### config.mk
export PLATFORM = sky130hd
export DESIGN_NAME = tym_timer
export DESIGN_NICKNAME = d
export VERILOG_FILES = /design/src/inc/tym_pkg.sv /design/src/verilog/tym_timer.sv
export VERILOG_INCLUDE_DIRS = /design/src /design/src/inc
export SDC_FILE = /design/constraint.sdc
export NUM_CORES = 1
export LEC_CHECK = 0
export BUFFER_PORTS_ARGS = -buffer_cell sky130_fd_sc_hd__buf_2
export CAP_MARGIN = 20
export CORE_MARGIN = 5
export CORE_UTILIZATION = 45
export CTS_CLUSTER_DIAMETER = 40
export DETAILED_ROUTE_END_ITERATION = 7
export SLEW_MARGIN = 20
export SYNTH_ARGS = -nofsm -noshare
export SYNTH_HDL_FRONTEND = slang
export SYNTH_SLANG_ARGS = --single-unit
### constraint.sdc
create_clock -name mclk -period 7 [get_ports mclk]
set_clock_uncertainty 0.15 [all_clocks]
set_input_delay 0.7 -clock mclk [delete_from_list [all_inputs] [get_ports mclk]]
set_output_delay 0.7 -clock mclk [all_outputs]
set_load 0.005 [all_outputs]
### src/inc/tym_params.svh
// Register offsets, field positions, reset values and timing counts of the timer block
`ifndef TYM_PARAMS_SVH
`define TYM_PARAMS_SVH
// ==========================================================
// Register offsets (byte addresses)
`define TYM_OFS_CNT_LO 8'h22
`define TYM_OFS_CNT_HI 8'h23
`define TYM_OFS_CTRL 8'h24
`define TYM_OFS_FLAGS 8'h25
// ==========================================================
// Control register fields
`define TYM_CTRL_MODE_LSB 0
`define TYM_CTRL_SLOW_BIT 2
`define TYM_CTRL_UIE_BIT 3
`define TYM_CTRL_EIE_BIT 4
`define TYM_CTRL_STOP_BIT 5
`define TYM_CTRL_EDGE_BIT 6
`define TYM_CTRL_RST 8'h00
// ==========================================================
// Flag register fields
`define TYM_FLG_UNF_BIT 0
`define TYM_FLG_EDG_BIT 1
// ==========================================================
// Counter reset value and prescaler
`define TYM_CNT_RST 16'hFFFF
`define TYM_PRESCALE 16
`endif

### src/inc/tym_pkg.sv
// Types shared by the timer block
package tym_pkg;
  typedef enum logic [1:0] {
    TYM_INTERVAL,
    TYM_PERIOD,
    TYM_EVENT,
    TYM_PULSE_HL
  } tym_mode_e;
endpackage

### src/verilog/tym_timer.sv
// 16-bit down counter with reload latch, measurement and event modes
`include "tym_params.svh"
module tym_timer
  import tym_pkg::*;
#(
  parameter int PRESCALE = `TYM_PRESCALE
) (
  input wire logic mclk,
  input wire logic rst,
  input wire logic main_oscillator,
  input wire logic sub_oscillator,
  input wire logic timer_input_pin,
  input wire logic [7:0] addr,
  input wire logic [7:0] wdata,
  input wire logic wr,
  input wire logic rd,
  output logic [7:0] rdata,
  output logic underflow_irq,
  output logic edge_irq
);
  // ==========================================================
  // Input synchronisers
  logic [2:0] pin_s_q;
  logic [2:0] main_s_q;
  logic [2:0] sub_s_q;
  logic pin_lvl_q;
  logic main_lvl_q;
  logic sub_lvl_q;

  // Three-stage synchronisers; level changes when stages two and three agree
  always_ff @(posedge mclk) begin
    if (rst) begin
      pin_s_q <= 3'h0;
      main_s_q <= 3'h0;
      sub_s_q <= 3'h0;
      pin_lvl_q <= 1'b0;
      main_lvl_q <= 1'b0;
      sub_lvl_q <= 1'b0;
    end else begin
      pin_s_q <= {pin_s_q[1:0], timer_input_pin};
      main_s_q <= {main_s_q[1:0], main_oscillator};
      sub_s_q <= {sub_s_q[1:0], sub_oscillator};
      if (pin_s_q[1] == pin_s_q[2]) pin_lvl_q <= pin_s_q[2];
      if (main_s_q[1] == main_s_q[2]) main_lvl_q <= main_s_q[2];
      if (sub_s_q[1] == sub_s_q[2]) sub_lvl_q <= sub_s_q[2];
    end
  end

  // ==========================================================
  // Control state
  logic [7:0] ctrl_q;
  logic unf_flag_q;
  logic edg_flag_q;
  logic [15:0] latch_q;
  logic [15:0] cnt_q;
  logic [15:0] cnt_d;
  logic [15:0] hold_q;
  logic hold_q_valid;
  logic [7:0] wlo_q;
  logic [3:0] pre_q;
  logic pin_prev_q;
  logic osc_prev_q;

  // Field decode
  wire tym_mode_e mode = tym_mode_e'(ctrl_q[`TYM_CTRL_MODE_LSB +: 2]);
  wire slow = ctrl_q[`TYM_CTRL_SLOW_BIT];
  wire stop = ctrl_q[`TYM_CTRL_STOP_BIT];
  wire edge_sel = ctrl_q[`TYM_CTRL_EDGE_BIT];
  wire measure = (mode == TYM_PERIOD) || (mode == TYM_PULSE_HL);

  // Edge detection on filtered pin; bit 6 = 1 picks rising
  wire pin_rise = pin_lvl_q && !pin_prev_q;
  wire pin_fall = !pin_lvl_q && pin_prev_q;
  wire pin_sel_edge = edge_sel ? pin_rise : pin_fall;
  wire pin_any_edge = pin_rise || pin_fall;

  // Active input edge per mode
  wire in_edge = (mode == TYM_PULSE_HL) ? pin_any_edge :
                 (mode == TYM_INTERVAL) ? 1'b0 : pin_sel_edge;

  // Prescaler source: rising edges of the chosen oscillator
  wire osc_lvl = slow ? sub_lvl_q : main_lvl_q;
  wire osc_rise = osc_lvl && !osc_prev_q;
  wire pre_tick = osc_rise && (pre_q == 4'(PRESCALE - 1));

  // Count pulse selection
  wire count_pulse = !stop && ((mode == TYM_EVENT) ? pin_sel_edge : pre_tick);
  wire underflow = count_pulse && (cnt_q == 16'h0000);
  wire edge_reload = measure && in_edge;

  // Register access decode
  wire wr_lo = wr && (addr == `TYM_OFS_CNT_LO);
  wire wr_hi = wr && (addr == `TYM_OFS_CNT_HI);
  wire wr_ctrl = wr && (addr == `TYM_OFS_CTRL);
  wire wr_flags = wr && (addr == `TYM_OFS_FLAGS);
  wire rd_lo = rd && (addr == `TYM_OFS_CNT_LO);
  wire [15:0] wr_word = {wdata, wlo_q};
  wire [15:0] cnt_view = hold_q_valid ? hold_q : cnt_q;

  // Next counter value
  always_comb begin
    cnt_d = cnt_q;
    if (wr_hi) cnt_d = wr_word;
    else if (edge_reload) cnt_d = latch_q;
    else if (underflow) cnt_d = latch_q;
    else if (count_pulse) cnt_d = cnt_q - 16'h0001;
  end

  // Prescaler and edge history
  always_ff @(posedge mclk) begin
    if (rst) begin
      pre_q <= 4'h0;
      pin_prev_q <= 1'b0;
      osc_prev_q <= 1'b0;
    end else begin
      pin_prev_q <= pin_lvl_q;
      osc_prev_q <= osc_lvl;
      if (osc_rise) pre_q <= (pre_q == 4'(PRESCALE - 1)) ? 4'h0 : pre_q + 4'h1;
    end
  end

  // Counter, latch and low-byte staging
  always_ff @(posedge mclk) begin
    if (rst) begin
      cnt_q <= `TYM_CNT_RST;
      latch_q <= `TYM_CNT_RST;
      wlo_q <= 8'h00;
    end else begin
      cnt_q <= cnt_d;
      if (wr_lo) wlo_q <= wdata;
      if (wr_hi) latch_q <= wr_word;
    end
  end

  // Hold of the pre-reload count until read out once
  always_ff @(posedge mclk) begin
    if (rst) begin
      hold_q <= 16'h0000;
      hold_q_valid <= 1'b0;
    end else if (edge_reload && !wr_hi) begin
      hold_q <= cnt_q;
      hold_q_valid <= 1'b1;
    end else if (rd_lo || wr_hi) begin
      hold_q_valid <= 1'b0;
    end
  end

  // Control register; stop bit clear after reset
  always_ff @(posedge mclk) begin
    if (rst) begin
      ctrl_q <= `TYM_CTRL_RST;
    end else if (wr_ctrl) begin
      ctrl_q <= wdata & 8'h7F;
    end
  end

  // Request flags; set beats write-one-to-clear
  always_ff @(posedge mclk) begin
    if (rst) begin
      unf_flag_q <= 1'b0;
      edg_flag_q <= 1'b0;
    end else begin
      if (underflow) unf_flag_q <= 1'b1;
      else if (wr_flags && wdata[`TYM_FLG_UNF_BIT]) unf_flag_q <= 1'b0;
      if (in_edge) edg_flag_q <= 1'b1;
      else if (wr_flags && wdata[`TYM_FLG_EDG_BIT]) edg_flag_q <= 1'b0;
    end
  end

  // Read data mux
  wire [7:0] rd_mux = (addr == `TYM_OFS_CNT_HI) ? cnt_view[15:8] :
                      (addr == `TYM_OFS_CNT_LO) ? cnt_view[7:0] :
                      (addr == `TYM_OFS_CTRL) ? ctrl_q :
                      (addr == `TYM_OFS_FLAGS) ? {6'h00, edg_flag_q, unf_flag_q} : 8'h00;

  // Registered outputs
  always_ff @(posedge mclk) begin
    if (rst) begin
      rdata <= 8'h00;
      underflow_irq <= 1'b0;
      edge_irq <= 1'b0;
    end else begin
      rdata <= rd ? rd_mux : 8'h00;
      underflow_irq <= unf_flag_q && ctrl_q[`TYM_CTRL_UIE_BIT];
      edge_irq <= edg_flag_q && ctrl_q[`TYM_CTRL_EIE_BIT];
    end
  end
endmodule

==> metrics, run 1 <==
status=finished, final reports clean; Syn Inst Count=501; Antenna Nets Post-Route=0; Power Density=221 mW/mm^2; total grt overflow=0; Total GRT Usage=20.1%; Post-CTS Hold Fix Bufs=0; Setup Crit Path Kind=input port to register; crit path time final=3160 ps; Most common cell on crit path=nand2_1; Distinct cells, synth=52; Vias/cell=5.66; ys async rst share=0%; largest net degree at the start of global routing=80; number of synthesized flops with an enable pin=0; Area Overhead vs Synth=10.6%; die width=106 um; filler cell count=878; Setup-failing EPs final=0; root buf cell=clkbuf_8; # diodes=0; CTS tree=built; Starting DRT DRC Count=245; number of synthesized register bits=94; drt pass-1 iters=5; maximum vdd ir drop=0.000139 V; Cell Rows=35; H-tree levels=3; ys flop type=dfxtp_1; CP Capture Type=register; vias in the first global route=3468; Max Fclk=316 MHz; Mapped Avg Cell Area=8.29 um^2; Placeable Area=0.00911 mm^2; effective utilization at floorplan=45.6%; Multi-input gate area=0.00211 mm^2; Critical Path RT=7140 ps; global-route wire length before repair=18.0 mm; max-cap violations=0; final hold vios=0; Die Area=0.0112 mm^2; Syn Nets=528; Reg area=0.00188 mm^2; startpoint types=input port; Final Instance Area=0.00459 mm^2; post_cts resized=0; total routed wirelength=10.9 mm; Commonest cells post-synth=98 x nand2_1, 94 x dfxtp_1, 59 x a21oi_1, 40 x nor2_1, 22 x clkbuf_1; Rel. slew slack=30.3%; worst-path maximum fanout=28; post-synthesis sequential area ratio=45.3%; worst slew pin tran=1040 ps; fin crit share=45.2%; routability congestion estimate=0.884; CTS Buf Count=9; Final Max Slew Viols=0; vias=3574; synthesized cell area=0.00415 mm^2; Worst Hold Class=register to register; Yosys top cell by area=dfxtp_1; DIE HEIGHT=106 um; post-synth top area share=45.3%; setup TNS=0 ps; Area after DPL=0.00434 mm^2; Post-CTS Setup Bufs=0; Reg clk slew, reported paths=90 ps; Ys Warns=0; Max stage delay cell, worst path=or4_1; post-detail-place hpwl=7.80 mm; DRC Markers=0; clock buffer depth=2; Critical Path, Cell by Cell=buf_2 > or4b_1 > or4_1 > nand2_1 > nand2_1 > a21oi_1; clk_lat worst skew=360 ps; Slowest Stage Delay on Critical Path=990 ps; cell with the most instances after synthesis=nand2_1; port bufs=32; nets=543; Final Util=50.4%; synth top area cells=dfxtp_1 45%, nand2_1 8.9%, a21oi_1 7.1%; I/O pins=33; CP arrival=3300 ps; fraction of layout cells with a size suffix above 1=12.7%; clock sink count=94; Avg WL per Cell=17.3 um; static leakage=1.71 nW; RSZ-0062 raised after global routing=no; initial antenna violation count=0
-- stage by stage --
stage               hold slack (ps)  cells  setup WS (ps)  power (W)
finish                          294    632           3840    0.00101
detailed placement              275    616           3490   0.000590
floorplan                       260    501           4160   0.000573
global route                    309    632           3650    0.00106
CTS                             297    632           3870    0.00102
global placement                265    616           3550   0.000590
-- cells by family after synthesis --
family | Yosys count | synth area share (%)
compound gates | 117 | 17.7
xor+xnor | 6 | 1.27
fa+ha+maj | 4 | 1.21
buf+inv | 41 | 4.43
flops | 94 | 45.3
mux | 27 | 6.75
simple gates | 212 | 23.3
-- final timing paths --
| kind | startpoint | to | depth (start not counted) | slack (ps) |
|---|---|---|---|---|
| setup / recovery | addr[3] | hold_q[9]$_SDFFE_PP0P_ | 6 | 3840 |
| hold / removal | pin_s_q[0]$_SDFF_PP0_ | pin_s_q[1]$_SDFF_PP0_ | 1 | 290 |
| setup reg to reg | cnt_q[1]$_SDFFE_PP1P_ | cnt_q[6]$_SDFFE_PP1P_ | 8 | 3980 |
| hold reg to reg | pin_s_q[0]$_SDFF_PP0_ | pin_s_q[1]$_SDFF_PP0_ | 1 | 290 |
-- flip-flops by register name, summed over array words and instances, names as in the netlist, 3 cells and up --
register / flops
pre_q: 4
hold_q: 16
ctrl_q: 7
wlo_q: 8
main_s_q: 3
sub_s_q: 3
latch_q: 16
cnt_q: 16
pin_s_q: 3
rdata: 8
-- layout by cell type, fill, tap and decap left out, drive strengths merged, types with 2 or more instances in the layout --
cell    count
nand3      17
a222oi      2
nor4        4
xnor2       2
bufinv      3
o211a       2
ha          4
a41oi       2
buf        35
nor3       14
or4         4
or3         3
o21a        3
mux2i      19
a31oi       4
xor2        4
nor2b      13
o21ai      14
nand2b      2
nor2       40
clkbuf     10
nand4       6
a21oi      59
o221ai      6
dfxtp      94
a22oi       2
or2         2
or4b        2
a211oi      9
and3        4
a21o        2
nand2      98
inv        12
mux2        8
a221oi      2
o211ai      4
-- per-layer routing --
metal | track usage (%) | routed length [um]
met3 | 5.40 | 562
met4 | 5.37 | 168
met2 | 31.4 | 4920
met1 | 27.5 | 5280
met5 | 0 | 0
-- layout make-up --
type                            instances  share of cell area [%]
Inverter                               10                   0.817
Clock inverter                          6                    2.51
Clock buffer                           10                    2.78
Multi-Input combinational cell        366                    45.9
Timing Repair Buffer                   35                    3.98
Sequential cell                        94                    41.0
Tap cell                              111                    3.02
-- where the power goes --
group,internal (W),switching (W)
clock network,0.000240,0.000194
logic,0.0000118,0.0000252
registers,0.000538,0.00000366
-- critical path, delay by kind of cell --
family | cells | cell delay, ps
AOI/OAI and AO/OA | 1 | 150
buffers and inverters | 1 | 90
and+or+nand+nor | 4 | 2340
Note: power is estimated with default switching activity, not from simulation.
==> inputs of run 2 (changes only) <==
ABC_AREA = 1   (was unset)
clock period = 2.56 ns   (was 7 ns; I/O delays follow)
==> run 2 against run 1 <==
Against the previous run: critical path depth rose by 8; register-to-register slack got worse by 3600 ps; first-iteration DRC count grew 7.8%; global-route usage increased by 0.84 points; area after synthesis increased by 8.1%; combinational power grew to 2.6 times the previous value; sequential cell count is the same; die area increased by 7.4%; cell area up 8.3%; total power grew 150%; final cell count increased by 33%; sequential share of layout area shrank 3.1 points.
==> metrics, run 2 <==
Antenna Nets Post-Route=0 (unchanged); Critical Path RT=2710 ps (-4430 ps); maximum vdd ir drop=0.000377 V (+170%); nets=732 (+35%); Area Overhead vs Synth=10.7%; Final WS setup=334 ps (-3500 ps); Critical Path, Cell by Cell=inv_1 > ha_1 > inv_2 > nor2_2 > nand2_1 > nor2_2 > nand2_1 > nor2_1 > nand2_1 > nand2_4 > nand2_1 > nand3_1 > nand2_1 > nand2_1; crit path time final=2230 ps; Final Max Slew Viols=0 (unchanged); Commonest cells post-synth=198 x nand2_1, 103 x inv_1, 94 x dfxtp_1, 59 x nand3_1, 51 x nor2_1; vias=4203 (+18%); status=finished, final reports clean; Rel. slew slack=49.0% (+19 points); Post-CTS Setup Bufs=0 (unchanged); initial antenna violation count=0 (unchanged); Yosys top cell by area=dfxtp_1; total grt overflow=0 (unchanged); Place WS=341 ps (-3150 ps); Comb pwr share=3.8% (about the same); number of synthesized flops with an enable pin=0 (unchanged); P_sw=0.000624 W (+180%); Seq pwr share=58.5% (+5.0 points); Sw Ratio=24.7% (+2.7 points); Setup-failing EPs final=0 (unchanged); Reg clk slew, reported paths=100 ps (about the same); fraction of layout cells with a size suffix above 1=9.72% (-2.9 points); Starting DRT DRC Count=264 (+7.8%); port bufs=32 (unchanged); CP arrival=2380 ps (-920 ps); post-synth top area share=41.9% (-3.4 points); max-cap violations=0 (unchanged); Distinct cells, synth=27 (-48%); Vias/cell=4.99 (-12%); ys async rst share=0% (unchanged); cell with the most instances after synthesis=nand2_1; Multi-input gate area=0.00209 mm^2 (-1.0%); Internal=0.00190 W (+140%); Cell Rows=36 (+2.9%); Clock Power Share=37.7% (-5.2 points); setup TNS=0 ps (unchanged); Syn Inst Count=677 (+35%); CTS tree=built; largest registers=cnt_q x16, hold_q x16, latch_q x16; final hold vios=0 (unchanged); RSZ-0062 raised after global routing=no; Setup Crit Path Kind=register to register; effective utilization at floorplan=45.9% (+0.35 points); worst path bufs/invs=2 (+1); Die Area=0.0121 mm^2 (+7.4%); Max Fclk=449 MHz; Most common cell on crit path=nand2_1; Total GRT Usage=21.0% (+0.84 points); number of synthesized register bits=94 (unchanged); vias in the first global route=3870 (+12%); root buf cell=clkbuf_8; worst-path maximum fanout=11 (-61%); CP Capture Type=register; post-synthesis sequential area ratio=41.9% (-3.4 points); Worst Hold Class=input port to register; clock buffer depth=2 (unchanged); clk_lat worst skew=370 ps (about the same); synth top area cells=dfxtp_1 42%, nand2_1 17%, inv_1 8.6%; largest net degree at the start of global routing=34 (-57%); DRC Markers=0 (unchanged); drt pass-1 iters=5 (unchanged); filler cell count=1024 (+17%); CTS Buf Count=9 (unchanged); Slowest Stage Delay on Critical Path=340 ps (-650 ps); clock sink count=94 (unchanged); H-tree levels=3 (unchanged); Avg WL per Cell=14.0 um (-19%); Max stage delay cell, worst path=dfxtp_1; Syn Nets=704 (+33%); Placeable Area=0.00977 mm^2 (+7.3%); global-route wire length before repair=19.4 mm (+8.1%); Ys Warns=0 (unchanged); post-detail-place hpwl=8.88 mm (+14%); total routed wirelength=11.8 mm (+7.7%); synthesized cell area=0.00449 mm^2 (+8.1%); die width=110 um (+3.6%); Power Density=507 mW/mm^2 (+130%); static leakage=2.28 nW (+34%); CP delay by family, top=simple AND/OR/NAND/NOR gates; most frequent cells in the layout=198 x nand2_1, 103 x inv_1, 94 x dfxtp_1; startpoint types=register; routability congestion estimate=0.907 (+2.7%); Reg area=0.00188 mm^2 (unchanged); I/O pins=33 (unchanged); worst slew pin tran=764 ps (-277 ps); ys flop type=dfxtp_1; # diodes=0 (unchanged); Mapped Avg Cell Area=6.63 um^2 (-20%); DIE HEIGHT=110 um (+3.6%); fin crit share=86.9%; commonest non-fill, non-tap cell in the layout=nand2_1
==> run 2: changes by cell type in the layout (fill, tap and decap cells not counted), moves of 16 or more <==
cell | previous run | this run
a21oi_1 | 59 | 43
inv_1 | 10 | 103
mux2i_1 | 19 | 0
nand2_1 | 98 | 198
nand3_1 | 17 | 59
o21ai_0 | 12 | 43
==> run 2: kinds of logic (layout without fill, tap and decap cells) <==
family                   count (synthesis)  in the layout  synth area share [%]
AND/OR/NAND/NOR                        329            329                  30.5
buffers and inverters                  131            164                  11.7
AO/OA/AOI/OAI                          110            110                  13.0
flip-flops                              94             94                  41.9
XOR/XNOR                                 9              9                  1.76
adder cells (fa/ha/maj)                  4              4                  1.11
==> run 2: area by class of cell <==
class,count,area share (%)
Tap cell,133,3.35
Sequential cell,94,37.9
Clock buffer,10,2.77
Multi-Input combinational cell,452,42.0
Timing Repair Buffer,43,5.03
Inverter,105,7.95
Clock inverter,6,1.06
==> run 2: path summary, 6_finish.rpt <==
path	from	endpoint	slack, ps	cells past startpoint
setup / recovery	cnt_q[0]$_SDFFE_PP1P_	cnt_q[10]$_SDFFE_PP1P_	330	14
hold reg to reg	pin_s_q[0]$_SDFF_PP0_	pin_s_q[1]$_SDFF_PP0_	260	2
hold / removal	wdata[7]	wlo_q[7]$_SDFFE_PP0P_	30	3
setup reg to reg	cnt_q[0]$_SDFFE_PP1P_	cnt_q[10]$_SDFFE_PP1P_	330	14
==> run 2: repair_timing <==
item	4_1_cts	5_1_grt
endpoints found under the hold margin	3	0
hold buffers	3	0
resized for setup	0	1
endpoints found under the setup margin	0	3
==> run 2: metal layers <==
layer | routed length, um | track usage (%)
met1 | 5700 | 29.2
met2 | 4900 | 31.3
met3 | 784 | 4.23
met4 | 377 | 8.82
met5 | 0 | 0
==> run 2: power groups by stage <==
stage | combinational [W] | clock, W | sequential [W]
2_1_floorplan | 0.0000508 | 0 | 0.00151
3_3_place_gp | 0.0000920 | 0 | 0.00151
3_5_place_dp | 0.0000932 | 0 | 0.00151
4_1_cts | 0.0000968 | 0.000983 | 0.00147
5_1_grt | 0.000108 | 0.00106 | 0.00148
6_report | 0.0000971 | 0.000950 | 0.00147
==> run 2: through the flow <==
stage	power, W	cell area, um^2	std cells	hold WS, ps	utilization (%)
6_report	0.00252	4970	843	27.3	50.9
5_1_grt	0.00264	4970	843	6.37	50.9
4_1_cts	0.00255	4970	843	3.42	50.8
3_5_place_dp	0.00160	4750	824	246	48.6
3_3_place_gp	0.00160	4750	824	240	48.6
2_1_floorplan	0.00156	4490	677	213	-
==> run 2: worst register-to-register path, cell delays in order, from the launching register on <==
cell and delay [ps]:
dfxtp_1 340, inv_1 110, ha_1 240, inv_2 60
nor2_2 100, nand2_1 90, nor2_2 140, nand2_1 100
nor2_1 110, nand2_1 250, nand2_4 210, nand2_1 80
nand3_1 80, nand2_1 50, nand2_1 60
==> inputs of run 3 (changes only) <==
CTS_CLUSTER_DIAMETER = 30   (was 40)
clock period = 2.75 ns   (was 2.56 ns; I/O delays follow)
==> run 3 against run 2 <==
Against the previous run: worst hold slack better by 11 ps; clock power down 6.9%; worst setup slack improved by 140 ps; cell area rose by 0.20%; die area did not move; critical endpoint is now cnt_q[13]$_SDFFE_PP1P_; largest power group unchanged.
==> metrics, run 3 (synthesis gave the netlist of run 2 again) <==
status=finished, final reports clean; commonest non-fill, non-tap cell in the layout=nand2_1; largest net degree at the start of global routing=34 (unchanged); FF-to-FF path depth=14 (unchanged); Vias/cell=4.93 (-1.2%); Hold Path Sink=latch_q[15]$_SDFFE_PP1P_; Multi-input gate area=0.00208 mm^2 (-0.24%); die width=110 um (unchanged); hold depth=3 (unchanged); nets=734 (+0.27%); largest registers=cnt_q x16, hold_q x16, latch_q x16; worst path bufs/invs=2 (unchanged); port bufs=32 (unchanged); Die Area=0.0121 mm^2 (unchanged); Antenna Nets Post-Route=0 (unchanged); Placeable Area=0.00977 mm^2 (unchanged); CTS Buf Count=9 (unchanged); Final Instance Area=0.00498 mm^2 (+0.20%); CTS tree=built; Final Max Slew Viols=0 (unchanged); worst reg2reg path startpoint=cnt_q[0]$_SDFFE_PP1P_; HP Start=wdata[7]; max-cap violations=0 (unchanged); CP delay by family, top=simple AND/OR/NAND/NOR gates; Post-CTS Setup Bufs=0 (unchanged); Avg WL per Cell=13.8 um (-1.3%); RSZ-0062 raised after global routing=no; Setup-failing EPs final=0 (unchanged); DIE HEIGHT=110 um (unchanged); Setup Crit Path Kind=register to register; DRC Markers=0 (unchanged); effective utilization at floorplan=45.9% (unchanged); reg-to-reg slack, setup=480 ps (+140 ps); static leakage=2.29 nW (+0.59%); routability congestion estimate=0.904 (-0.42%); root buf cell=clkbuf_8; r2r endpoint=cnt_q[13]$_SDFFE_PP1P_; clk_lat worst skew=370 ps (about the same); total grt overflow=0 (unchanged); Area Overhead vs Synth=10.9%; fraction of layout cells with a size suffix above 1=9.97% (+0.25 points); dpl cells=826 (+0.24%); fin crit share=82.6% (-4.4 points); Hold Slack=38.0 ps (+10.7 ps); Clock Power Share=37.6% (about the same); CP Capture Type=register; Worst Hold Class=input port to register; post-detail-place hpwl=8.76 mm (-1.3%); Cell Rows=36 (unchanged); Reg clk slew, reported paths=100 ps (about the same); vias in the first global route=3835 (-0.90%); P_sw=0.000563 W (-9.8%); Total GRT Usage=21.0% (+0.080 points); Seq pwr share=58.4% (about the same); Critical Path, Cell by Cell=inv_1 > ha_1 > inv_2 > nor2_2 > nand2_1 > nor2_2 > nand2_1 > nor2_1 > nand2_1 > nand2_2 > nand2_1 > nand3_1 > nand2_1 > nand2_1; drt pass-1 iters=6 (+1); Reg area=0.00188 mm^2 (unchanged); Internal=0.00179 W (-5.9%); H-tree levels=3 (unchanged); initial antenna violation count=0 (unchanged); startpoint types=register; # diodes=0 (unchanged); worst slew pin tran=713 ps (-51.2 ps); Area after DPL=0.00476 mm^2 (+0.32%); total routed wirelength=11.6 mm (-1.0%); Slowest Stage Delay on Critical Path=340 ps (about the same); filler cell count=1026 (+0.20%); clock sink count=94 (unchanged); global-route wire length before repair=19.6 mm (+1.1%); vias=4162 (-0.98%); Non-Filler Instances=845 (+0.24%); Most common cell on crit path=nand2_1; Max Fclk=440 MHz (-2.0%); I/O pins=33 (unchanged); Power Density=472 mW/mm^2 (-7.0%); crit path time final=2270 ps (+45.3 ps); maximum vdd ir drop=0.000284 V (-25%); clock buffer depth=2 (unchanged); final hold vios=0 (unchanged); Starting DRT DRC Count=325 (+23%); CP arrival=2430 ps (+50 ps); Design Power=0.00235 W (-6.8%); setup TNS=0 ps (unchanged); Rel. slew slack=52.4% (+3.4 points); most frequent cells in the layout=198 x nand2_1, 103 x inv_1, 94 x dfxtp_1; worst-path maximum fanout=11 (unchanged); Worst path depth=14 (unchanged); Critical Path RT=2910 ps (+200 ps); Comb pwr share=4.0% (+0.2 points); Sw Ratio=24.0% (-0.79 points); Max stage delay cell, worst path=dfxtp_1
[run 3: cell types whose count changed in the layout (fill, tap and decap cells not counted), sizes merged]
cell,change
buf,+2
clkinvlp,-1
clkbuf,+1
[run 3: worst max-delay path by stage]
stage | startpoint | to | slack, ps
after floorplan | cnt_q[0]$_SDFFE_PP1P_ | cnt_q[13]$_SDFFE_PP1P_ | 960
after global placement | pin_lvl_q$_SDFFE_PP0N_ | cnt_q[0]$_SDFFE_PP1P_ | 650
after detailed placement | cnt_q[0]$_SDFFE_PP1P_ | cnt_q[13]$_SDFFE_PP1P_ | 540
after CTS | cnt_q[0]$_SDFFE_PP1P_ | cnt_q[13]$_SDFFE_PP1P_ | 510
after global routing | cnt_q[0]$_SDFFE_PP1P_ | cnt_q[12]$_SDFFE_PP1P_ | 290
final | cnt_q[0]$_SDFFE_PP1P_ | cnt_q[13]$_SDFFE_PP1P_ | 480
[run 3: final cells by class]
class                   instances  area share (%)
inverters                     105            7.94
multi-input cells             452            41.8
repair buffers                 45            5.33
flip-flops and latches         94            37.8
well taps                     133            3.34
clock inverters                 5           0.779
clock buffers                  11            3.04
[run 3: worst min-delay path, delay by kind of cell]
family | cells | cell delay (ps)
buffers and inverters | 1 | 100
AND/OR/NAND/NOR | 2 | 160
[run 3: routing by layer]
layer | GRT usage (%) | wire length, um | vias up
met3 | 2.88 | 531 | 20
met5 | 0 | 0 | -
li1 | - | - | 2180
met4 | 9.35 | 296 | 0
met2 | 31.5 | 4960 | 107
met1 | 29.9 | 5860 | 1855
[run 3: stage by stage]
stage | setup slack (ps) | utilization, %
2_1_floorplan | 958 | -
3_3_place_gp | 646 | 48.7
3_5_place_dp | 541 | 48.7
4_1_cts | 509 | 51.0
5_1_grt | 294 | 51.0
6_report | 479 | 51.0
[run 3: repair_timing]
item                                   CTS  global route
hold buffers                             3             0
endpoints found under the hold margin    3             0
resized for setup                        0             0
[run 3: power by group through the flow]
stage / Combinational [W] / Clock (W) / Sequential, W
finish: 0.0000932 / 0.000884 / 0.00137
global route: 0.000104 / 0.000970 / 0.00137
CTS: 0.0000927 / 0.000916 / 0.00137
detailed placement: 0.0000891 / 0 / 0.00140
global placement: 0.0000874 / 0 / 0.00140
floorplan: 0.0000473 / 0 / 0.00140
